==> config.mk <==
export PLATFORM = sky130hd
export DESIGN_NAME = lin_resp_ctrl
export DESIGN_NICKNAME = d
export VERILOG_FILES = /design/src/rtl/lin_resp_pkg.sv /design/src/rtl/lin_resp_ctrl.sv /design/src/rtl/pair_buffer.sv
export VERILOG_INCLUDE_DIRS = /design/src /design/src/rtl
export SDC_FILE = /design/constraint.sdc
export NUM_CORES = 1
export LEC_CHECK = 0
export ABC_AREA = 1
export BUFFER_PORTS_ARGS = -buffer_cell sky130_fd_sc_hd__buf_2
export CAP_MARGIN = 5
export CORE_ASPECT_RATIO = 0.75
export CORE_MARGIN = 4
export CORE_UTILIZATION = 29
export DETAILED_ROUTE_END_ITERATION = 8
export SYNTH_ARGS = -nofsm -noshare
export SYNTH_HDL_FRONTEND = slang
export SYNTH_HIERARCHICAL = 1
export SYNTH_SLANG_ARGS = --single-unit
==> constraint.sdc <==
create_clock -name clk_sys -period 5.5 [get_ports clk_sys]
set_clock_uncertainty 0.05 [all_clocks]
set_input_delay 1.1 -clock clk_sys [delete_from_list [all_inputs] [get_ports clk_sys]]
set_output_delay 1.1 -clock clk_sys [all_outputs]
set_load 0.01 [all_outputs]
==> src/rtl/lin_resp_map.svh <==
`ifndef LIN_RESP_MAP_SVH
`define LIN_RESP_MAP_SVH
// ---------------------------------------------
// Command codes and field positions
// ---------------------------------------------
`define CMD_ABORT 3'h0
`define CMD_TXHDR 3'h1
`define CMD_RXRESP 3'h2
`define CMD_TXRESP 3'h3
`define CMD_UART_BIT 2
`define CMD_URX_BIT 1
`define DL_TX_MSB 7
`define DL_TX_LSB 4
`define DL_RX_MSB 3
`define DL_RX_LSB 0
`define SEL_INCDIS_BIT 3
// ---------------------------------------------
// Reset values and limits
// ---------------------------------------------
`define LEN_RESET 4'h0
`define LEN_MAX 4'h8
`define LEN13_SHORT 4'h2
`define LEN13_MID 4'h4
`define CONF_NOCRC 2'h1
`define CONF_NOTO 2'h2
`define CSUM_GOOD 8'hFF
`define ID_SPECIAL 6'h3C
// ---------------------------------------------
// Timing
// ---------------------------------------------
`define FRAME_MAX_NS 10000000
`define CLK_PERIOD_NS 20
`endif

==> src/rtl/lin_resp_pkg.sv <==
package lin_resp_pkg;
	typedef enum logic [1:0] {ST_IDLE, ST_TXHDR, ST_RXRESP, ST_TXRESP} resp_st_t;
	typedef struct packed {
		logic abort;
		logic timeout;
		logic overrun;
		logic framing;
		logic sync;
		logic parity;
		logic checksum;
		logic biterr;
	} err_t;
endpackage : lin_resp_pkg

==> src/rtl/lin_resp_ctrl.sv <==
`timescale 1ns/1ps
`default_nettype none
`include "lin_resp_map.svh"
// How it works
// Rx response start clears tx length, counts received bytes, rx length kept; code clamps rx length to 8.
// Rx error stops reception, flags it, tx length keeps good byte count.
// Good Rx response sets rx complete after checksum, lengths then equal.
// Tx response start clears rx length, counts sent bytes, tx length kept; code clamps tx length to 8.
// Tx error stops sending, flags it, rx length keeps good byte count.
// Good Tx response sets tx complete after checksum, lengths then equal.
// Reset and UART mode hold lengths at zero; UART ignores length writes.
// Header end sets header done; legacy lengths decoded in the same cycle; never in UART.
// UART sets rx complete per received and tx complete per sent character.
// Summary flag is OR of error bits; writing one clears all.
// Monitored bit differing from driven bit flags bit error, in LIN and UART; aborts in LIN only.
// Checksum error when carry sum of bytes plus checksum is not FF.
// Parity mismatch in identifier flagged, nothing corrected.
// Dominant stop bit flags framing error in LIN and UART.
// Frame not finished in maximum time flags timeout, unless disabled.
// Overrun on non-abort command while busy, or UART unread byte overwritten.
// Any LIN error except overrun returns to withdrawal code 000; abort while busy flags.
// Break during response aborts, bit error on Tx, framing on Rx.
// Checksum inverted carry sum, identifier included unless legacy, latched at start.
// Identifier status 1xx for identifiers 3C to 3F, else 000.
// Eight-byte buffer at 3-bit index, post-increment wraps unless disabled.
// Four status flags feed two interrupts, each gated by its enable.
// Error interrupt from summary flag, event interrupt from other flags.
module lin_resp_ctrl import lin_resp_pkg::*; #(
	parameter int FRAME_CYC = `FRAME_MAX_NS / `CLK_PERIOD_NS
) (
	input wire logic clk_sys,
	input wire logic arst_n,
	input wire logic lin_enable,
	input wire logic legacy_protocol_select,
	input wire logic [1:0] conf_sel,
	input wire logic cmd_wr,
	input wire logic [2:0] cmd_wdata,
	input wire logic dl_wr,
	input wire logic [7:0] dl_wdata,
	input wire logic [3:0] flag_clr,
	input wire logic [3:0] interrupt_enable_register,
	input wire logic sel_wr,
	input wire logic [3:0] sel_wdata,
	input wire logic dat_wr,
	input wire logic [7:0] dat_wdata,
	input wire logic dat_rd,
	input wire logic hdr_done,
	input wire logic [7:0] hdr_pid,
	input wire logic rx_stb,
	input wire logic [7:0] rx_data,
	input wire logic tx_ready,
	input wire logic tx_sent,
	input wire logic bit_sample,
	input wire logic tx_bit,
	input wire logic bus_rx,
	input wire logic stop_dominant,
	input wire logic sync_fault,
	input wire logic break_seen,
	output logic [2:0] command_field,
	output logic busy,
	output logic [3:0] rx_length_field,
	output logic [3:0] tx_length_field,
	output logic rx_complete_flag,
	output logic tx_complete_flag,
	output logic header_done_flag,
	output logic error_summary_flag,
	output err_t error_register,
	output logic [2:0] ident_status_field,
	output logic [2:0] buffer_index,
	output logic increment_disable,
	output logic [7:0] data_port,
	output logic tx_valid,
	output logic [7:0] tx_data,
	output logic irq_error,
	output logic irq_event
);
	// ---------------------------------------------
	// State
	// ---------------------------------------------
	resp_st_t st_r, st_nxt;
	logic [2:0] cmd_r, cmd_nxt;
	logic [3:0] rxdl_r, rxdl_nxt, txdl_r, txdl_nxt, feed_r;
	logic [7:0] buf_r [8];
	logic [7:0] sum_r, pid_r, urx_r;
	logic feed_done_r, unread_r, upend_r, busy_r;
	logic bus_s1_r, bus_s2_r;
	logic [31:0] frame_cnt_r;
	logic frame_on_r;
	err_t err_r, err_set, err_nxt;
	logic rxok_nxt, txok_nxt, idok_nxt;

	function automatic logic [7:0] csum_add(input logic [7:0] a, input logic [7:0] b);
		logic [8:0] s;
		s = {1'b0, a} + {1'b0, b};
		csum_add = s[7:0] + {7'h0, s[8]};
	endfunction : csum_add

	function automatic logic [3:0] clamp(input logic [3:0] n);
		clamp = (n > `LEN_MAX) ? `LEN_MAX : n;
	endfunction : clamp

	// ---------------------------------------------
	// Decode
	// ---------------------------------------------
	wire uart_mode = cmd_r[`CMD_UART_BIT];
	wire busy_w = (st_r != ST_IDLE) | upend_r;
	wire cmd_take = cmd_wr & ~busy_w & lin_enable;
	wire cmd_abort = cmd_wr & busy_w & ~uart_mode & (cmd_wdata[1:0] == 2'h0);
	wire cmd_ovr = cmd_wr & busy_w & ~uart_mode & (cmd_wdata[1:0] != 2'h0);
	wire start_rx = cmd_take & (cmd_wdata == `CMD_RXRESP);
	wire start_tx = cmd_take & (cmd_wdata == `CMD_TXRESP);
	wire start_hdr = cmd_take & (cmd_wdata == `CMD_TXHDR);
	wire lin_hdr = hdr_done & ~uart_mode;
	wire tx_act = (st_r == ST_TXRESP) | (st_r == ST_TXHDR) | upend_r;
	wire bit_miss = tx_act & bit_sample & (bus_s2_r != tx_bit);
	wire [7:0] rx_sum = csum_add(sum_r, rx_data);
	wire rx_crc = txdl_r == rxdl_r;
	wire rx_hit = (st_r == ST_RXRESP) & rx_stb & ~stop_dominant & ~break_seen;
	wire rx_done = rx_hit & rx_crc & (rx_sum == `CSUM_GOOD);
	wire tx_crc = rxdl_r == txdl_r;
	wire tx_hit = (st_r == ST_TXRESP) & tx_sent;
	wire tx_done = tx_hit & tx_crc;
	wire par_bad = (hdr_pid[6] != ^{hdr_pid[0], hdr_pid[1], hdr_pid[2], hdr_pid[4]})
		| (hdr_pid[7] != ~^{hdr_pid[1], hdr_pid[3], hdr_pid[4], hdr_pid[5]});
	wire to_en = (conf_sel != `CONF_NOTO) & (conf_sel != `CONF_NOCRC);
	wire to_hit = frame_on_r & to_en & (frame_cnt_r == 32'(FRAME_CYC - 1));
	wire urx_ev = uart_mode & cmd_r[`CMD_URX_BIT] & rx_stb;
	wire utx_ev = uart_mode & upend_r & tx_sent;
	wire [7:0] feed_d = (feed_r == txdl_r) ? ~sum_r : buf_r[feed_r[2:0]];
	wire feed_v = (st_r == ST_TXRESP) & ~feed_done_r;
	wire fifo_ready;
	wire uart_push = dat_wr & uart_mode & cmd_r[0] & ~upend_r & fifo_ready;
	wire feed_push = feed_v & fifo_ready;
	wire lin_acc = (dat_rd | (dat_wr & ~busy_w)) & ~uart_mode;
	wire idx_step = lin_acc & ~increment_disable;
	wire [2:0] idx_nxt = sel_wr ? sel_wdata[2:0] : (buffer_index + {2'h0, idx_step});
	wire uart_rdclr = dat_rd & uart_mode;
	wire [7:0] sum_init = legacy_protocol_select ? 8'h00 : pid_r;
	wire [3:0] len13 = (hdr_pid[5:4] == 2'h3) ? `LEN_MAX :
		(hdr_pid[5:4] == 2'h2) ? `LEN13_MID : `LEN13_SHORT;
	wire buf_flush;

	// ---------------------------------------------
	// Error events
	// ---------------------------------------------
	always_comb begin
		err_set = '0;
		// bit check
		// break in Tx
		err_set.biterr = bit_miss | ((st_r == ST_TXRESP) & break_seen);
		// checksum check
		err_set.checksum = rx_hit & rx_crc & (rx_sum != `CSUM_GOOD);
		// parity check
		err_set.parity = lin_hdr & par_bad;
		err_set.sync = sync_fault & ~uart_mode;
		// dominant stop
		// break in Rx
		err_set.framing = stop_dominant | ((st_r == ST_RXRESP) & break_seen);
		// frame timeout
		err_set.timeout = to_hit;
		// overrun sources
		err_set.overrun = cmd_ovr | (urx_ev & unread_r);
		// abort flag
		err_set.abort = cmd_abort;
	end
	wire stop_any = ~uart_mode & |(err_set & ~err_t'(8'h20));

	// ---------------------------------------------
	// Command and lengths
	// ---------------------------------------------
	always_comb begin
		st_nxt = st_r;
		cmd_nxt = cmd_r;
		rxdl_nxt = rxdl_r;
		txdl_nxt = txdl_r;
		if (dl_wr && !busy_w && !uart_mode) begin
			rxdl_nxt = dl_wdata[`DL_RX_MSB:`DL_RX_LSB];
			txdl_nxt = dl_wdata[`DL_TX_MSB:`DL_TX_LSB];
		end
		// legacy length decode
		if (lin_hdr && legacy_protocol_select) begin
			rxdl_nxt = len13;
			txdl_nxt = len13;
		end
		// count received bytes
		if (rx_hit && !rx_crc) begin
			txdl_nxt = txdl_r + 4'h1;
		end
		// count sent bytes
		if (tx_hit && !tx_crc) begin
			rxdl_nxt = rxdl_r + 4'h1;
		end
		if (rx_done || tx_done || (st_r == ST_TXHDR && hdr_done)) begin
			st_nxt = ST_IDLE;
		end
		// error stops Rx
		// error stops Tx
		// withdrawal
		if (!lin_enable || stop_any || cmd_abort) begin
			st_nxt = ST_IDLE;
			cmd_nxt = `CMD_ABORT;
		end else if (cmd_take) begin
			cmd_nxt = cmd_wdata;
			st_nxt = start_rx ? ST_RXRESP : start_tx ? ST_TXRESP : start_hdr ? ST_TXHDR : ST_IDLE;
			// clear tx length
			if (start_rx) begin
				txdl_nxt = `LEN_RESET;
				rxdl_nxt = clamp(rxdl_r);
			end
			// clear rx length
			if (start_tx) begin
				rxdl_nxt = `LEN_RESET;
				txdl_nxt = clamp(txdl_r);
			end
		end
		// UART zero lengths
		if (cmd_nxt[`CMD_UART_BIT]) begin
			rxdl_nxt = `LEN_RESET;
			txdl_nxt = `LEN_RESET;
		end
	end

	// ---------------------------------------------
	// Flags
	// ---------------------------------------------
	// Rx complete
	// UART character flags
	assign rxok_nxt = (rx_complete_flag & ~flag_clr[0]) | rx_done | urx_ev;
	// Tx complete
	assign txok_nxt = (tx_complete_flag & ~flag_clr[1] & ~(dat_wr & uart_mode)) | tx_done | utx_ev;
	// header done
	assign idok_nxt = (header_done_flag & ~flag_clr[2]) | lin_hdr;
	// clear all errors
	assign err_nxt = (error_register & ~{8{flag_clr[3] | uart_rdclr}}) | err_set;

	always_ff @(posedge clk_sys or negedge arst_n) begin
		if (!arst_n) begin
			st_r <= ST_IDLE;
			cmd_r <= `CMD_ABORT;
			rxdl_r <= `LEN_RESET;
			txdl_r <= `LEN_RESET;
			busy_r <= 1'b0;
		end else begin
			st_r <= st_nxt;
			cmd_r <= cmd_nxt;
			rxdl_r <= rxdl_nxt;
			txdl_r <= txdl_nxt;
			busy_r <= (st_nxt != ST_IDLE) | ((upend_r | uart_push) & ~tx_sent);
		end
	end

	always_ff @(posedge clk_sys or negedge arst_n) begin
		if (!arst_n) begin
			rx_complete_flag <= 1'b0;
			tx_complete_flag <= 1'b0;
			header_done_flag <= 1'b0;
			error_register <= '0;
			error_summary_flag <= 1'b0;
			irq_error <= 1'b0;
			irq_event <= 1'b0;
		end else begin
			rx_complete_flag <= rxok_nxt;
			tx_complete_flag <= txok_nxt;
			header_done_flag <= idok_nxt;
			error_register <= err_nxt;
			// summary is OR
			error_summary_flag <= |err_nxt;
			// gated interrupts
			// two request lines
			irq_error <= (|err_nxt) & interrupt_enable_register[3];
			irq_event <= |({idok_nxt, txok_nxt, rxok_nxt} & interrupt_enable_register[2:0]);
		end
	end

	// ---------------------------------------------
	// Header, checksum and frame timer
	// ---------------------------------------------
	always_ff @(posedge clk_sys or negedge arst_n) begin
		if (!arst_n) begin
			bus_s1_r <= 1'b1;
			bus_s2_r <= 1'b1;
			pid_r <= 8'h00;
			ident_status_field <= 3'h0;
			sum_r <= 8'h00;
			feed_r <= 4'h0;
			feed_done_r <= 1'b0;
			frame_on_r <= 1'b0;
			frame_cnt_r <= 32'h0;
		end else begin
			bus_s1_r <= bus_rx;
			bus_s2_r <= bus_s1_r;
			if (lin_hdr) begin
				pid_r <= hdr_pid;
				// special identifiers
				ident_status_field <= (hdr_pid[5:0] >= `ID_SPECIAL) ? {1'b1, hdr_pid[1:0]} : 3'h0;
			end
			// latch protocol and seed sum
			if (start_rx || start_tx) begin
				sum_r <= sum_init;
				feed_r <= 4'h0;
				feed_done_r <= 1'b0;
			end else if (rx_hit) begin
				sum_r <= rx_sum;
			end else if (feed_push) begin
				// carry-wrapped sum
				if (feed_r == txdl_r) begin
					feed_done_r <= 1'b1;
				end else begin
					sum_r <= csum_add(sum_r, feed_d);
					feed_r <= feed_r + 4'h1;
				end
			end
			// frame timer
			if (lin_hdr) begin
				frame_on_r <= 1'b1;
				frame_cnt_r <= 32'h0;
			end else if (rx_done || tx_done || stop_any || cmd_abort || to_hit) begin
				frame_on_r <= 1'b0;
			end else if (frame_on_r) begin
				frame_cnt_r <= frame_cnt_r + 32'h1;
			end
		end
	end

	// ---------------------------------------------
	// Data buffer and UART data
	// ---------------------------------------------
	always_ff @(posedge clk_sys or negedge arst_n) begin
		if (!arst_n) begin
			buffer_index <= 3'h0;
			increment_disable <= 1'b0;
			data_port <= 8'h00;
			urx_r <= 8'h00;
			unread_r <= 1'b0;
			upend_r <= 1'b0;
		end else begin
			// indexed access
			buffer_index <= idx_nxt;
			if (sel_wr) begin
				increment_disable <= sel_wdata[`SEL_INCDIS_BIT];
			end
			data_port <= uart_mode ? (urx_ev ? rx_data : urx_r) : buf_r[idx_nxt];
			if (urx_ev) begin
				urx_r <= rx_data;
			end
			// unread byte tracking
			unread_r <= urx_ev | (unread_r & ~uart_rdclr);
			upend_r <= (upend_r | uart_push) & ~tx_sent & cmd_nxt[`CMD_UART_BIT];
		end
	end

	always_ff @(posedge clk_sys) begin
		if (rx_hit && !rx_crc) begin
			buf_r[txdl_r[2:0]] <= rx_data;
		end else if (dat_wr && lin_acc) begin
			buf_r[buffer_index] <= dat_wdata;
		end
	end

	// ---------------------------------------------
	// Outgoing byte buffer
	// ---------------------------------------------
	assign buf_flush = stop_any | cmd_abort | ~lin_enable;
	pair_buffer #(.W(8), .DEPTH(2)) u_txbuf (
		.clk_sys(clk_sys),
		.arst_n(arst_n),
		.flush(buf_flush),
		.in_valid(feed_v | uart_push),
		.in_ready(fifo_ready),
		.in_data(uart_push ? dat_wdata : feed_d),
		.out_valid(tx_valid),
		.out_ready(tx_ready),
		.out_data(tx_data)
	);
	assign command_field = cmd_r;
	assign busy = busy_r;
	assign rx_length_field = rxdl_r;
	assign tx_length_field = txdl_r;
endmodule : lin_resp_ctrl
`default_nettype wire

==> src/rtl/pair_buffer.sv <==
`timescale 1ns/1ps
`default_nettype none
module pair_buffer #(
	parameter int W = 8,
	parameter int DEPTH = 2
) (
	input wire logic clk_sys,
	input wire logic arst_n,
	input wire logic flush,
	input wire logic in_valid,
	output logic in_ready,
	input wire logic [W-1:0] in_data,
	output logic out_valid,
	input wire logic out_ready,
	output logic [W-1:0] out_data
);
	// ---------------------------------------------
	// Shift slots, head at slot 0
	// ---------------------------------------------
	logic [W-1:0] mem_r [DEPTH];
	logic [DEPTH-1:0] v_r;
	logic [DEPTH-1:0] v_sh;
	wire pop = v_r[0] & out_ready;
	wire push = in_valid & in_ready;
	assign in_ready = ~v_r[DEPTH-1];
	assign out_valid = v_r[0];
	assign out_data = mem_r[0];
	genvar i;
	for (i = 0; i < DEPTH; i++) begin : g_slot
		logic load;
		logic v_up;
		if (i == DEPTH-1) begin : g_last
			assign v_up = 1'b0;
		end else begin : g_inner
			assign v_up = v_r[i+1];
		end
		assign v_sh[i] = pop ? v_up : v_r[i];
		if (i == 0) begin : g_first
			assign load = push & ~v_sh[0];
		end else begin : g_rest
			assign load = push & ~v_sh[i] & v_sh[i-1];
		end
		always_ff @(posedge clk_sys or negedge arst_n) begin
			if (!arst_n) begin
				v_r[i] <= 1'b0;
			end else begin
				v_r[i] <= ~flush & (v_sh[i] | load);
			end
		end
		always_ff @(posedge clk_sys) begin
			if (load) begin
				mem_r[i] <= in_data;
			end else if (pop && i < DEPTH-1) begin
				mem_r[i] <= mem_r[(i+1) % DEPTH];
			end
		end
	end
endmodule : pair_buffer
`default_nettype wire

After elaboration in Yosys (flattened, before gate mapping)
Memory sizes are Yosys's and may differ from the RTL's.
Index checks and enable logic that the tools add are counted.
{"block": "totals", "n_memories": 2, "inputBits": 68, "regBits": 111, "output_inout_bits": 50, "word_cells": 294, "ram_bits": 80}
{"block": "classes", "magnitude_cmp": 3, "addsub": 9, "n_eq_ne": 25, "n_reduce_logical": 41, "bitwise": 104, "muxes": 73}
{"name": "buf_r", "depth": 8, "word_bits": 8, "rd": 2, "rd_clocked_by_memory_dff": 0, "wr": 1, "line": "lin_resp_ctrl.sv:83", "rtl": "logic [7:0] buf_r [8];"}
{"name": "u_txbuf.mem_r", "depth": 2, "word_bits": 8, "rd": 2, "rd_clocked_by_memory_dff": 0, "wr": 1, "line": "pair_buffer.sv:20", "rtl": "logic [W-1:0] mem_r [DEPTH];"}
{"cell": "two-way mux 32 bit", "n": 3}
{"cell": "two-way mux 8 bit", "n": 12}
{"cell": "two-way mux 4 bit", "n": 23}
{"cell": "bitwise AND 1 bit", "n": 58}
{"cell": "adder 32 x 1 -> 32 bit (second input constant)", "n": 1}
{"cell": "equality test 32 x 19 -> 1 bit (second input constant)", "n": 1}
{"cell": "two-way mux 1 bit", "n": 24}
{"cell": "OR reduction 8 bit", "n": 3}
{"cell": "bitwise OR 1 bit", "n": 23}
{"cell": "adder 8 x 8 -> 9 bit", "n": 2}
{"cell": "two-way mux 3 bit", "n": 6}
{"cell": "NOT 1 bit", "n": 18}
{"cell": "adder 8 x 1 -> 8 bit", "n": 2}
{"cell": "NOT 8 bit", "n": 2}
{"cell": "nonzero test 2 bit", "n": 8}
{"cell": "adder 4 x 1 -> 4 bit (second input constant)", "n": 3}
{"cell": "equality test 4 bit", "n": 3}
{"cell": "two-way mux 2 bit", "n": 5}
{"cell": "bitwise AND 8 bit", "n": 1}
{"cell": "equality test 2 bit (second input constant)", "n": 4}
{"cell": "equality test 8 bit (second input constant)", "n": 1}
{"cell": "> comparator 4 bit (second input constant)", "n": 2}
{"cell": "logical OR 1 bit", "n": 8}
{"cell": "inequality test 8 bit (second input constant)", "n": 1}
{"cell": "other kinds (23)", "n": 41}

Longest topological paths before layout
Gate-level depths: netlist of the first run.
{"block": "logic_depth", "depth_word": 13, "mapped_depth": 29, "depth_no_buf": 27}

Hierarchy
The synthesis of the first run kept the hierarchy.
{"mod": "lin_resp_ctrl", "area_each_um2": 10510.1, "cells_each": 1348, "n_inst": 1, "seq_area_each_um2": 4652.0}
{"mod": "pair_buffer", "area_each_um2": 805.8, "cells_each": 63, "n_inst": 1, "seq_area_each_um2": 530.5}

Worst setup path after synthesis of the first run
No wires, ideal clock.
{"block": "synth_timing", "path_kind": "input-to-reg", "from": "input port rx_data[0]", "to": "register frame_cnt_r[15]", "setup_ns": 0.135, "n_path_buf": 1, "slack_ns": 1.558, "required_ns": 5.315, "path_stages": 23, "t_arrival_ns": 3.758, "path_cell_list": "ha_1 > fa_1 > nand2_1 > nand3_1 > a21oi_1 > o21bai_1 > ha_1 > ha_1 > nand3_1 > nand2_1 > inv_1 > nand3_1 > nor2_1 > nand2_1 > nor2_1 > nand3_1 > nand2_1 > nand2_2 > nand2_2 > nand2_4 > buf_2 > nand3_1 > o31ai_1"}
{"block": "synth_via", "elab_chain_cells": 11, "word_cells_on_any_way": 14, "classes_between": "add/sub (2); eq/ne (3); bitwise (3); reduce/logical (6)"}
{"element": "from (decl)", "line": "lin_resp_ctrl.sv:50", "rtl": "input wire logic [7:0] rx_data,"}
{"element": "adder 8 x 8 -> 9 bit (*)", "line": "lin_resp_ctrl.sv:94", "rtl": "s = {1'b0, a} + {1'b0, b};"}
{"element": "adder 8 x 1 -> 8 bit (*)", "line": "lin_resp_ctrl.sv:95", "rtl": "csum_add = s[7:0] + {7'h0, s[8]};"}
{"element": "inequality test 8 bit (no line)"}
{"element": "bitwise AND 1 bit", "line": "lin_resp_ctrl.sv:152", "rtl": "err_set.checksum = rx_hit & rx_crc & (rx_sum != `CSUM_GOOD);"}
{"element": "OR reduction 7 bit", "line": "lin_resp_ctrl.sv:166", "rtl": "wire stop_any = ~uart_mode & |(err_set & ~err_t'(8'h20));"}
{"element": "bitwise AND 1 bit", "line": "lin_resp_ctrl.sv:166"}
{"element": "logical OR 1 bit (*) (3 in a row)", "line": "lin_resp_ctrl.sv:317", "rtl": "end else if (rx_done || tx_done || stop_any || cmd_abort || to_hit) begin"}
{"element": "inequality test 2 bit (no line) (*)"}
{"element": "AND reduction 2 bit (no line) (*)"}
{"element": "to (signal assigned)", "line": "lin_resp_ctrl.sv:320", "rtl": "frame_cnt_r <= frame_cnt_r + 32'h1;"}
{"element": "to (decl)", "line": "lin_resp_ctrl.sv:87", "rtl": "logic [31:0] frame_cnt_r;"}
Mark *: on every way between the ends. The rest lies on a longest branch, timed or not.
A chain may end at the register's enable or synchronous reset.

Final worst setup path of the first run
{"block": "layout_timing", "from": "register txdl_r[0], in the netlist tx_length_field[0]", "to": "register sum_r[7]"}
{"block": "layout_via", "elab_chain_cells": 8, "word_cells_on_any_way": 10, "classes_between": "add/sub (2); eq/ne (2); mux (5); reduce/logical (1)"}
{"element": "from (decl)", "line": "lin_resp_ctrl.sv:82", "rtl": "logic [3:0] rxdl_r, rxdl_nxt, txdl_r, txdl_nxt, feed_r;"}
{"element": "from (signal assigned)", "line": "lin_resp_ctrl.sv:241", "rtl": "txdl_r <= `LEN_RESET;"}
{"element": "from (signal assigned)", "line": "lin_resp_ctrl.sv:247", "rtl": "txdl_r <= txdl_nxt;"}
{"element": "equality test 4 bit (*)", "line": "lin_resp_ctrl.sv:129, lin_resp_ctrl.sv:306"}
{"element": "two-way mux 8 bit", "line": "lin_resp_ctrl.sv:129", "rtl": "wire [7:0] feed_d = (feed_r == txdl_r) ? ~sum_r : buf_r[feed_r[2:0]];"}
{"element": "adder 8 x 8 -> 9 bit", "line": "lin_resp_ctrl.sv:94"}
{"element": "adder 8 x 1 -> 8 bit", "line": "lin_resp_ctrl.sv:95"}
{"element": "two-way mux 8 bit", "line": "lin_resp_ctrl.sv:306", "rtl": "if (feed_r == txdl_r) begin"}
{"element": "two-way mux 8 bit", "line": "lin_resp_ctrl.sv:304", "rtl": "end else if (feed_push) begin"}
{"element": "two-way mux 8 bit", "line": "lin_resp_ctrl.sv:302", "rtl": "end else if (rx_hit) begin"}
{"element": "two-way mux 8 bit", "line": "lin_resp_ctrl.sv:298", "rtl": "if (start_rx || start_tx) begin"}
{"element": "to (signal assigned)", "line": "lin_resp_ctrl.sv:299", "rtl": "sum_r <= sum_init;"}
{"element": "to (signal assigned)", "line": "lin_resp_ctrl.sv:303", "rtl": "sum_r <= rx_sum;"}
{"element": "to (signal assigned)", "line": "lin_resp_ctrl.sv:309", "rtl": "sum_r <= csum_add(sum_r, feed_d);"}
{"element": "to (decl)", "line": "lin_resp_ctrl.sv:84", "rtl": "logic [7:0] sum_r, pid_r, urx_r;"}
Mark *: on every way between the ends. The rest lies on a longest branch, timed or not. The select of a mux whose other input is x is not followed.

==> results_dict.tcl, run 1 <==
set metrics [dict create \
    status "finished, final reports clean" \
    filler_cell_count 4002 \
    cts.sink_count 191 \
    postSynth.asyncResetShare_pct 58.1 \
    cts_tree "yes" \
    number_of_flip_flops_and_latches_in_the_synthesized_netlist 191 \
    yosys_warnings 6 \
    switching_power_as_a_share_of_total_power_pct 37.6 \
    synthesis.area_um2 11300 \
    netlist_instances 1411 \
    synthesis.nets 1512 \
    grt_remaining_overflow 0 \
    grt.busiest_layer "met2" \
    share_of_post_route_cells_with_drive_strength_above_1_pct 13.2 \
    grt_first_pass_wirelength_um 56300 \
    maxCapViolCount 0 \
    cts-buffers-inserted 17 \
    routed-via-count 10300 \
    design.final.nets 1608 \
    setup-tns-final_ns 0 \
    switching_power_uw 1660 \
    synthFlopType "sky130_fd_sc_hd__dfrtp_1" \
    rows 62 \
    wire_per_inst_um 18.1 \
    grt_pass1_vias 9524 \
    synth-seq-area-share_pct 45.8 \
    seq_power_share_pct 38.6 \
    num_io_pins 118 \
    largest_net_degree_at_the_start_of_global_routing 70 \
    floorplan.core_area_um2 38400 \
    max_clock_freq_mhz 221 \
    ant_nets 0 \
    clk_path_buf_depth 2 \
    remaining_drc_errors 0 \
    initial_core_utilization_pct 29.5 \
    area.sequential_um2 5180 \
    wirelength_um 36800 \
    holdCritPathClass "reg -> reg" \
    die_x_um 236 \
    multi_input_gate_area_in_the_final_layout_um2 5200 \
    cts_resized 0 \
    globalRouteMet3Util_pct 3.54 \
    layout-area-overhead-vs-synth_pct 14.8 \
    worstSetupStartpointType "flop" \
    distinct_cell_type_count_after_synthesis 48 \
    drtPass1Iterations 5 \
    clock_tree.root_cell "sky130_fd_sc_hd__clkbuf_16" \
    use_met1_pct 25.1 \
    setup_buffers_after_cts 0 \
    timing.critical_path.to_type "flop" \
    dp_hpwl_um 28100 \
    placer_congestion 0.914 \
    period_share_pct 82.4 \
    worst_ep_arrival_time_ns 4.81 \
    post_drt_via_cell_ratio 5.05 \
    cts.htree.levels 4 \
    worst_slew_pin_slew_ns 1.22 \
    post_layout_nonfiller_instances 2034 \
    worst_slew_margin_rel_pct 17.8 \
    detail_route.iter0.violations 1021 \
    worst_path_required_time_ns 5.78 \
    hold_viol_final 0 \
    global_route.usage.total_pct 17.2 \
    holdBufCountCts 0 \
    grt_antenna_before_repair 2 \
    maxSlewViolCount 0 \
    timing.critical_path.fanout_max 10 \
    cellLeakagePower_uw 0.00580 \
    average_instance_area_after_synthesis_um2 8.02 \
    internal_power_uw 2760 \
    worst_setup_hold_path_clk_slew_ns 0.08 \
    flop_to_flop_setup_slack_ns 0.97 \
    worstSetupPathType "reg -> reg" \
    placed_cells_incl_taps 2000 \
    cellPowerDensity_nw_per_um2 341 \
    peakVddDrop_uv 161 \
    clockPowerShare_pct 28.8 \
    floorplan.die.height_um 179 \
    rsz_0062_raised_after_global_routing "no" \
    fp.dieArea_um2 42300 \
    number_of_enable_flip_flop_cells_after_synthesis 80 \
    grtUsageMet2_pct 25.3 \
    finalHoldWorstSlack_ns 0.306 \
    setup_violations 0 \
    worst_skew_pair.late_latency_ns 0.45 \
    power.share.combinational_pct 32.6 \
    finalCriticalPeriod_ns 4.53 \
    buffer_ports.inserted 117 \
]
[logic make-up (layout without fill, tap and decap cells)]
logic type                 count (synthesis)  in the layout  synth area share [%]
adders and majority gates                 33             33                  3.78
other                                      0              2                     0
and+or+nand+nor                          602            602                  23.1
AOI/OAI and AO/OA                        302            302                  15.0
buffers and inverters                    230            339                  8.24
DFF                                      191            191                  45.8
xor gates and xnor gates                  53             53                  4.10
[power by group through the flow]
| stage | Clock [uW] | Sequential [uW] | Combinational [uW] |
|---|---|---|---|
| after global routing | 1350 | 1720 | 1650 |
| final | 1270 | 1710 | 1440 |
| after global placement | 0 | 1740 | 1410 |
| after CTS | 1300 | 1710 | 1430 |
| after detailed placement | 0 | 1730 | 1430 |
| after floorplan | 0 | 1700 | 1010 |
[routing by layer]
layer	routed length, um	part of all wire (%)	vias up
met3	2810	7.6	55
met4	1020	2.8	2
met5	20	0.054	-
li1	-	-	4944
met1	17300	47	4846
met2	15600	42	428
[state kept, by name, summed over array words and instances, names as in the netlist, 2 cells and up]
name / flops
feed_r: 4
urx_r: 8
rx_length_field: 4
data_port: 8
error_register: 8
ident_status_field: 3
frame_cnt_r: 32
pid_r: 8
u_txbuf/mem_r: 16
command_field: 3
tx_length_field: 4
buf_r: 64
buffer_index: 3
sum_r: 8
st_r: 2
[layout make-up]
cell class / count / share of cell area [%]
Inverter: 170 / 4.91
Sequential cell: 191 / 39.9
Tap cell: 512 / 4.93
Multi-Input combinational cell: 990 / 40.1
Timing Repair Buffer: 137 / 5.68
Clock buffer: 19 / 3.41
Antenna cell: 2 / 0.0385
Clock inverter: 13 / 1.07
[final timing paths]
path                       depth (start not counted)                 end          startpoint
max                                               27            sum_r[7]  tx_length_field[0]
max in group asynchronous                          2  rx_length_field[3]              arst_n
min reg2reg                                        0            bus_s2_r            bus_s1_r
min in group asynchronous                          1    header_done_flag              arst_n
max reg2reg                                       27            sum_r[7]  tx_length_field[0]
min                                                0            bus_s2_r            bus_s1_r
[Yosys cell counts (2+ instances only)]
| library cell | count | area, um2 |
|---|---|---|
| sky130_fd_sc_hd__nand2_1 | 316 | 1190 |
| sky130_fd_sc_hd__inv_1 | 162 | 608 |
| sky130_fd_sc_hd__o21ai_0 | 135 | 676 |
| sky130_fd_sc_hd__nand3_1 | 119 | 596 |
| sky130_fd_sc_hd__dfrtp_1 | 109 | 2730 |
| sky130_fd_sc_hd__nor2_1 | 94 | 353 |
| sky130_fd_sc_hd__a21oi_1 | 88 | 440 |
| sky130_fd_sc_hd__edfxtp_1 | 80 | 2400 |
| sky130_fd_sc_hd__clkbuf_1 | 41 | 154 |
| sky130_fd_sc_hd__ha_1 | 31 | 388 |
| sky130_fd_sc_hd__xnor2_1 | 27 | 236 |
| sky130_fd_sc_hd__xor2_1 | 26 | 228 |
| sky130_fd_sc_hd__nor3_1 | 22 | 110 |
| sky130_fd_sc_hd__o31ai_1 | 21 | 158 |
| sky130_fd_sc_hd__nand4_1 | 17 | 106 |
| sky130_fd_sc_hd__nor4_1 | 14 | 87.6 |
| sky130_fd_sc_hd__o21ai_1 | 11 | 55.1 |
| sky130_fd_sc_hd__buf_4 | 9 | 67.6 |
| sky130_fd_sc_hd__o21ai_2 | 8 | 70.1 |
| sky130_fd_sc_hd__a31oi_1 | 7 | 43.8 |
| sky130_fd_sc_hd__o221ai_1 | 7 | 61.3 |
| sky130_fd_sc_hd__clkinv_1 | 5 | 18.8 |
| sky130_fd_sc_hd__o211ai_1 | 5 | 37.5 |
| sky130_fd_sc_hd__o21bai_1 | 5 | 37.5 |
| sky130_fd_sc_hd__or2_2 | 5 | 31.3 |
| sky130_fd_sc_hd__buf_2 | 4 | 20.0 |
| sky130_fd_sc_hd__buf_6 | 4 | 45.0 |
| sky130_fd_sc_hd__nor2_2 | 4 | 25.0 |
| sky130_fd_sc_hd__o21a_1 | 4 | 30.0 |
| sky130_fd_sc_hd__inv_2 | 3 | 11.3 |
| sky130_fd_sc_hd__nand2_4 | 3 | 33.8 |
| sky130_fd_sc_hd__o22ai_1 | 3 | 18.8 |
| sky130_fd_sc_hd__buf_1 | 2 | 7.51 |
| sky130_fd_sc_hd__dfstp_2 | 2 | 52.6 |
| sky130_fd_sc_hd__fa_1 | 2 | 40.0 |
| sky130_fd_sc_hd__nand2_2 | 2 | 12.5 |
| sky130_fd_sc_hd__nand3b_1 | 2 | 15.0 |
| sky130_fd_sc_hd__o2111ai_1 | 2 | 17.5 |
[worst max-delay path: stages (launching register included)]
cell,delay (ns)
sky130_fd_sc_hd__dfrtp_1,0.52
sky130_fd_sc_hd__inv_1,0.18
sky130_fd_sc_hd__nand2_1,0.06
sky130_fd_sc_hd__a21oi_1,0.20
sky130_fd_sc_hd__nand4_1,0.37
sky130_fd_sc_hd__buf_4,0.32
sky130_fd_sc_hd__nand3_1,0.10
sky130_fd_sc_hd__o21ai_0,0.14
sky130_fd_sc_hd__ha_1,0.38
sky130_fd_sc_hd__nand3_1,0.10
sky130_fd_sc_hd__nand3_1,0.13
sky130_fd_sc_hd__a21oi_1,0.08
sky130_fd_sc_hd__o21bai_1,0.19
sky130_fd_sc_hd__a21oi_1,0.09
sky130_fd_sc_hd__o21bai_1,0.14
sky130_fd_sc_hd__ha_1,0.18
sky130_fd_sc_hd__nand3_1,0.10
sky130_fd_sc_hd__or2_2,0.32
sky130_fd_sc_hd__nor2_1,0.09
sky130_fd_sc_hd__inv_1,0.06
sky130_fd_sc_hd__nor2_1,0.16
sky130_fd_sc_hd__nand2_1,0.07
sky130_fd_sc_hd__nand2_1,0.06
sky130_fd_sc_hd__nand2_1,0.05
sky130_fd_sc_hd__nand2_1,0.05
sky130_fd_sc_hd__nand2_1,0.06
sky130_fd_sc_hd__a21oi_1,0.12
sky130_fd_sc_hd__nor2_1,0.05
[metrics by stage]
| step | total power (uW) | util (%) | area, um2 | worst slack (ns) |
|---|---|---|---|---|
| 4_1_cts | 4440 | 33.8 | 13000 | 1.06 |
| 5_1_grt | 4720 | 33.8 | 13000 | 0.588 |
| 6_report | 4420 | 33.8 | 13000 | 0.968 |
| 3_5_place_dp | 3160 | 32.3 | 12400 | 0.747 |
| 2_1_floorplan | 2710 | - | 11300 | 1.56 |
| 3_3_place_gp | 3150 | 32.3 | 12400 | 0.904 |
[placed cells by master, fill, tap and decap left out, types with 21 or more instances in the layout]
cell type and n:
sky130_fd_sc_hd__edfxtp_1 80, sky130_fd_sc_hd__dfrtp_1 109, sky130_fd_sc_hd__buf_2 116, sky130_fd_sc_hd__o31ai_1 21, sky130_fd_sc_hd__ha_1 31, sky130_fd_sc_hd__nand2_1 316
sky130_fd_sc_hd__a21oi_1 88, sky130_fd_sc_hd__nand3_1 119, sky130_fd_sc_hd__nor2_1 94, sky130_fd_sc_hd__inv_1 162, sky130_fd_sc_hd__xor2_1 26, sky130_fd_sc_hd__o21ai_0 135
sky130_fd_sc_hd__buf_4 21, sky130_fd_sc_hd__xnor2_1 27, sky130_fd_sc_hd__nor3_1 22
Note: power is estimated with default switching activity, not from simulation.
==> run 2, diff against run 1 <==
--- a/config.mk
+++ b/config.mk
@@ -6,7 +6,7 @@
 export SDC_FILE = /design/constraint.sdc
 export NUM_CORES = 1
 export LEC_CHECK = 0
-export ABC_AREA = 1
+export ABC_AREA = 0
 export BUFFER_PORTS_ARGS = -buffer_cell sky130_fd_sc_hd__buf_2
 export CAP_MARGIN = 5
 export CORE_ASPECT_RATIO = 0.75
==> constraint.sdc (replaced) <==
create_clock -name clk_sys -period 4 [get_ports clk_sys]
set_clock_uncertainty 0.05 [all_clocks]
set_input_delay 0.8 -clock clk_sys [delete_from_list [all_inputs] [get_ports clk_sys]]
set_output_delay 0.8 -clock clk_sys [all_outputs]
set_load 0.01 [all_outputs]
==> run 2 against run 1 <==
Sequential share of layout area fell by 1.9 points. Maximum frequency increased by 16%. Combinational power is 95% higher. Critical path type unchanged. Clock power increased by 35%. Worst setup slack worse by 0.87 ns. Highest routed layer unchanged. First-iteration DRC count is 18% lower. Non-clock buffer count grew 100. Largest power group is now combinational logic. Die area decreased by 3.0%. Largest cell class unchanged. Synthesized area down 3.1%. Via count fell by 7.9%.
==> results_dict.tcl, run 2 <==
set metrics [dict create \
    peakVddDrop_uv 308 \
    dp_hpwl_um 26200 \
    num_io_pins 118 \
    fraction_of_post_synthesis_cell_area_in_the_top_cell_type_by_area_pct 24.9 \
    period_share_pct 97.5 \
    floorplan.core_area_um2 37200 \
    initial_core_utilization_pct 29.5 \
    wire_per_inst_um 19.3 \
    design.final.nets 1374 \
    worst_ep_arrival_time_ns 4.17 \
    final_cell_mix "sky130_fd_sc_hd__nand2_1, sky130_fd_sc_hd__buf_4, sky130_fd_sc_hd__buf_2, sky130_fd_sc_hd__dfrtp_1, sky130_fd_sc_hd__edfxtp_1" \
    floorplan.die.height_um 176 \
    timing.critical_path.to_type "flop" \
    synth_top_cell_by_area "sky130_fd_sc_hd__dfrtp_1" \
    worst_path_required_time_ns 4.27 \
    dp_slack_ns -0.366 \
    grt_pass1_vias 9013 \
    layout-area-overhead-vs-synth_pct 24.3 \
    average_instance_area_after_synthesis_um2 10.2 \
    worst_setup_hold_path_clk_slew_ns 0.08 \
    number_of_enable_flip_flop_cells_after_synthesis 80 \
    postSynth.asyncResetShare_pct 58.1 \
    synthFlopType "sky130_fd_sc_hd__dfrtp_1" \
    rows 61 \
    share_of_post_route_cells_with_drive_strength_above_1_pct 29.5 \
    finalWorstSetupSlack_ns 0.100 \
    holdCritPathClass "reg -> reg" \
    cts_tree "yes" \
    synthesis.area_um2 11000 \
    number_of_flip_flops_and_latches_in_the_synthesized_netlist 191 \
    cts.htree.levels 4 \
    detail_route.iter0.violations 841 \
    hold_depth 0 \
    fp.dieArea_um2 41000 \
    global_route.usage.total_pct 16.7 \
    routed-via-count 9468 \
    cts-buffers-inserted 17 \
    status "finished, final reports clean" \
    final_common_cell "sky130_fd_sc_hd__nand2_1" \
    post-synth-top-count-cell "sky130_fd_sc_hd__nand2_1" \
    post_drt_via_cell_ratio 5.27 \
    remaining_drc_errors 0 \
    post_synth_most_frequent_cells "sky130_fd_sc_hd__nand2_1, sky130_fd_sc_hd__dfrtp_1, sky130_fd_sc_hd__edfxtp_1" \
    clk_path_buf_depth 2 \
    setup_violations 0 \
    worstSetupPathType "reg -> reg" \
    worst_slew_pin_slew_ns 0.951 \
    worstRegToRegCells 22 \
    worst_skew_pair.late_latency_ns 0.45 \
    yosys-top-cells-area "sky130_fd_sc_hd__dfrtp_1, sky130_fd_sc_hd__edfxtp_1, sky130_fd_sc_hd__nand2_1" \
    max_clock_freq_mhz 256 \
    maxSlewViolCount 0 \
    ant_nets 0 \
    finalHoldWorstSlack_ns 0.310 \
    synth-seq-area-share_pct 47.3 \
    hold_viol_final 0 \
    wirelength_um 34700 \
    drtPass1Iterations 6 \
    holdBufCountCts 0 \
    largest_reg_flops 64 \
    worst_slew_margin_rel_pct 36.4 \
    maxCapViolCount 0 \
    yosys_warnings 6 \
    grt_remaining_overflow 0 \
    distinct_cell_type_count_after_synthesis 71 \
    grt_antenna_before_repair 11 \
    timing.critical_path.fanout_max 7 \
    largest_register "buf_r" \
    flop_to_flop_setup_slack_ns 0.10 \
    biggestRegsByFlops "buf_r: 64 flops, frame_cnt_r: 32 flops, u_txbuf/mem_r: 16 flops" \
    finalCriticalPeriod_ns 3.90 \
    synthesis.nets 1179 \
    cellPowerDensity_nw_per_um2 502 \
    cts.sink_count 191 \
    placer_congestion 0.888 \
    grt_first_pass_wirelength_um 52800 \
    rsz_0062_raised_after_global_routing "yes" \
    buffer_ports.inserted 117 \
    die_x_um 233 \
    largest_net_degree_at_the_start_of_global_routing 69 \
    worstSetupStartpointType "flop" \
    cellLeakagePower_uw 0.00570 \
    clock_tree.root_cell "sky130_fd_sc_hd__clkbuf_16" \
    netlist_instances 1078 \
]
run 2: cell count changes after synthesis, moves of 15 or more:
cell | previous run | this run
sky130_fd_sc_hd__a21oi_1 | 88 | 57
sky130_fd_sc_hd__and3_1 | 0 | 27
sky130_fd_sc_hd__inv_1 | 162 | 31
sky130_fd_sc_hd__mux2_2 | 0 | 42
sky130_fd_sc_hd__mux2i_1 | 0 | 18
sky130_fd_sc_hd__mux4_2 | 0 | 16
sky130_fd_sc_hd__nand2_1 | 316 | 158
sky130_fd_sc_hd__nand3_1 | 119 | 59
sky130_fd_sc_hd__nor2_1 | 94 | 45
sky130_fd_sc_hd__o21ai_0 | 135 | 62
sky130_fd_sc_hd__o31ai_1 | 21 | 2
sky130_fd_sc_hd__or3_1 | 0 | 27
sky130_fd_sc_hd__or4_1 | 0 | 15
run 2: report_power, final:
group | internal (uW) | switching [uW] | total, uW
logic | 1310 | 1500 | 2810
clock network | 842 | 871 | 1710
registers | 2200 | 123 | 2330
total | 4350 | 2500 | 6850
run 2: critical path: stages, from the launching register on:
cell and delay [ns]:
sky130_fd_sc_hd__dfrtp_2 0.46, sky130_fd_sc_hd__buf_12 0.16, sky130_fd_sc_hd__buf_4 0.15, sky130_fd_sc_hd__xnor2_1 0.13, sky130_fd_sc_hd__nand4_1 0.19, sky130_fd_sc_hd__buf_4 0.20, sky130_fd_sc_hd__nand2_2 0.05, sky130_fd_sc_hd__o21ai_2 0.07
sky130_fd_sc_hd__ha_2 0.20, sky130_fd_sc_hd__fa_2 0.34, sky130_fd_sc_hd__a21o_1 0.19, sky130_fd_sc_hd__a21oi_2 0.17, sky130_fd_sc_hd__nand2b_4 0.16, sky130_fd_sc_hd__a21oi_2 0.06, sky130_fd_sc_hd__o21ai_1 0.15, sky130_fd_sc_hd__nand2b_1 0.08
sky130_fd_sc_hd__ha_2 0.20, sky130_fd_sc_hd__ha_4 0.17, sky130_fd_sc_hd__nand4_1 0.06, sky130_fd_sc_hd__nor2_1 0.06, sky130_fd_sc_hd__xnor2_1 0.14, sky130_fd_sc_hd__o211ai_1 0.23, sky130_fd_sc_hd__a31oi_1 0.12
run 2: what timing repair did:
action	CTS	global route
setup endpoints to repair	7	50
setup buffers	0	8
pin swaps	0	15
resized for setup	10	29
run 2: final timing paths:
kind                            startpoint   endpoint
max in group asynchronous           arst_n  feed_r[0]
worst min-delay path              bus_s1_r   bus_s2_r
worst min register to register    bus_s1_r   bus_s2_r
worst max register to register   feed_r[0]   sum_r[6]
worst max-delay path             feed_r[0]   sum_r[6]
min in group asynchronous           arst_n  irq_event
run 2: cell type report:
type,instances,area [um2]
fill,3713,23500
sequential,191,5180
tap,504,631
timing repair buffer,237,1540
multi-input combinational,794,5540
antenna,7,17.5
inverter,32,120
clock buffer,17,425
clock inverter,15,169
run 2: metal layers:
metal  wire length [um]  part of all wire [%]  GRT usage [%]  vias up
met4                638                   1.8           4.85        6
li1                   -                     -              -     4392
met2              14600                    42           23.7      407
met3               3460                    10           4.84       48
met5                 34                 0.098              0        -
met1              16000                    46           24.5     4615
run 2: through the flow:
step                power [uW]  std cells  cell area (um2)  utilization [%]  setup TNS (ns)
floorplan                 3930       1078            11000                -         -0.0166
global placement          4930       1750            12800             34.5           -8.36
detailed placement        4960       1750            12800             34.5          -11.25
CTS                       6690       1782            13500             36.2               0
global route              7230       1797            13600             36.7          -0.360
finish                    6850       1797            13600             36.7               0
run 2: cell families after synthesis:
kind of cell | Yosys count | share of synthesized area, %
xor+xnor | 39 | 3.24
simple gates | 417 | 19.1
compound gates | 229 | 13.4
fa+ha+maj | 33 | 3.90
flops | 191 | 47.3
mux | 76 | 9.24
buf+inv | 93 | 3.86
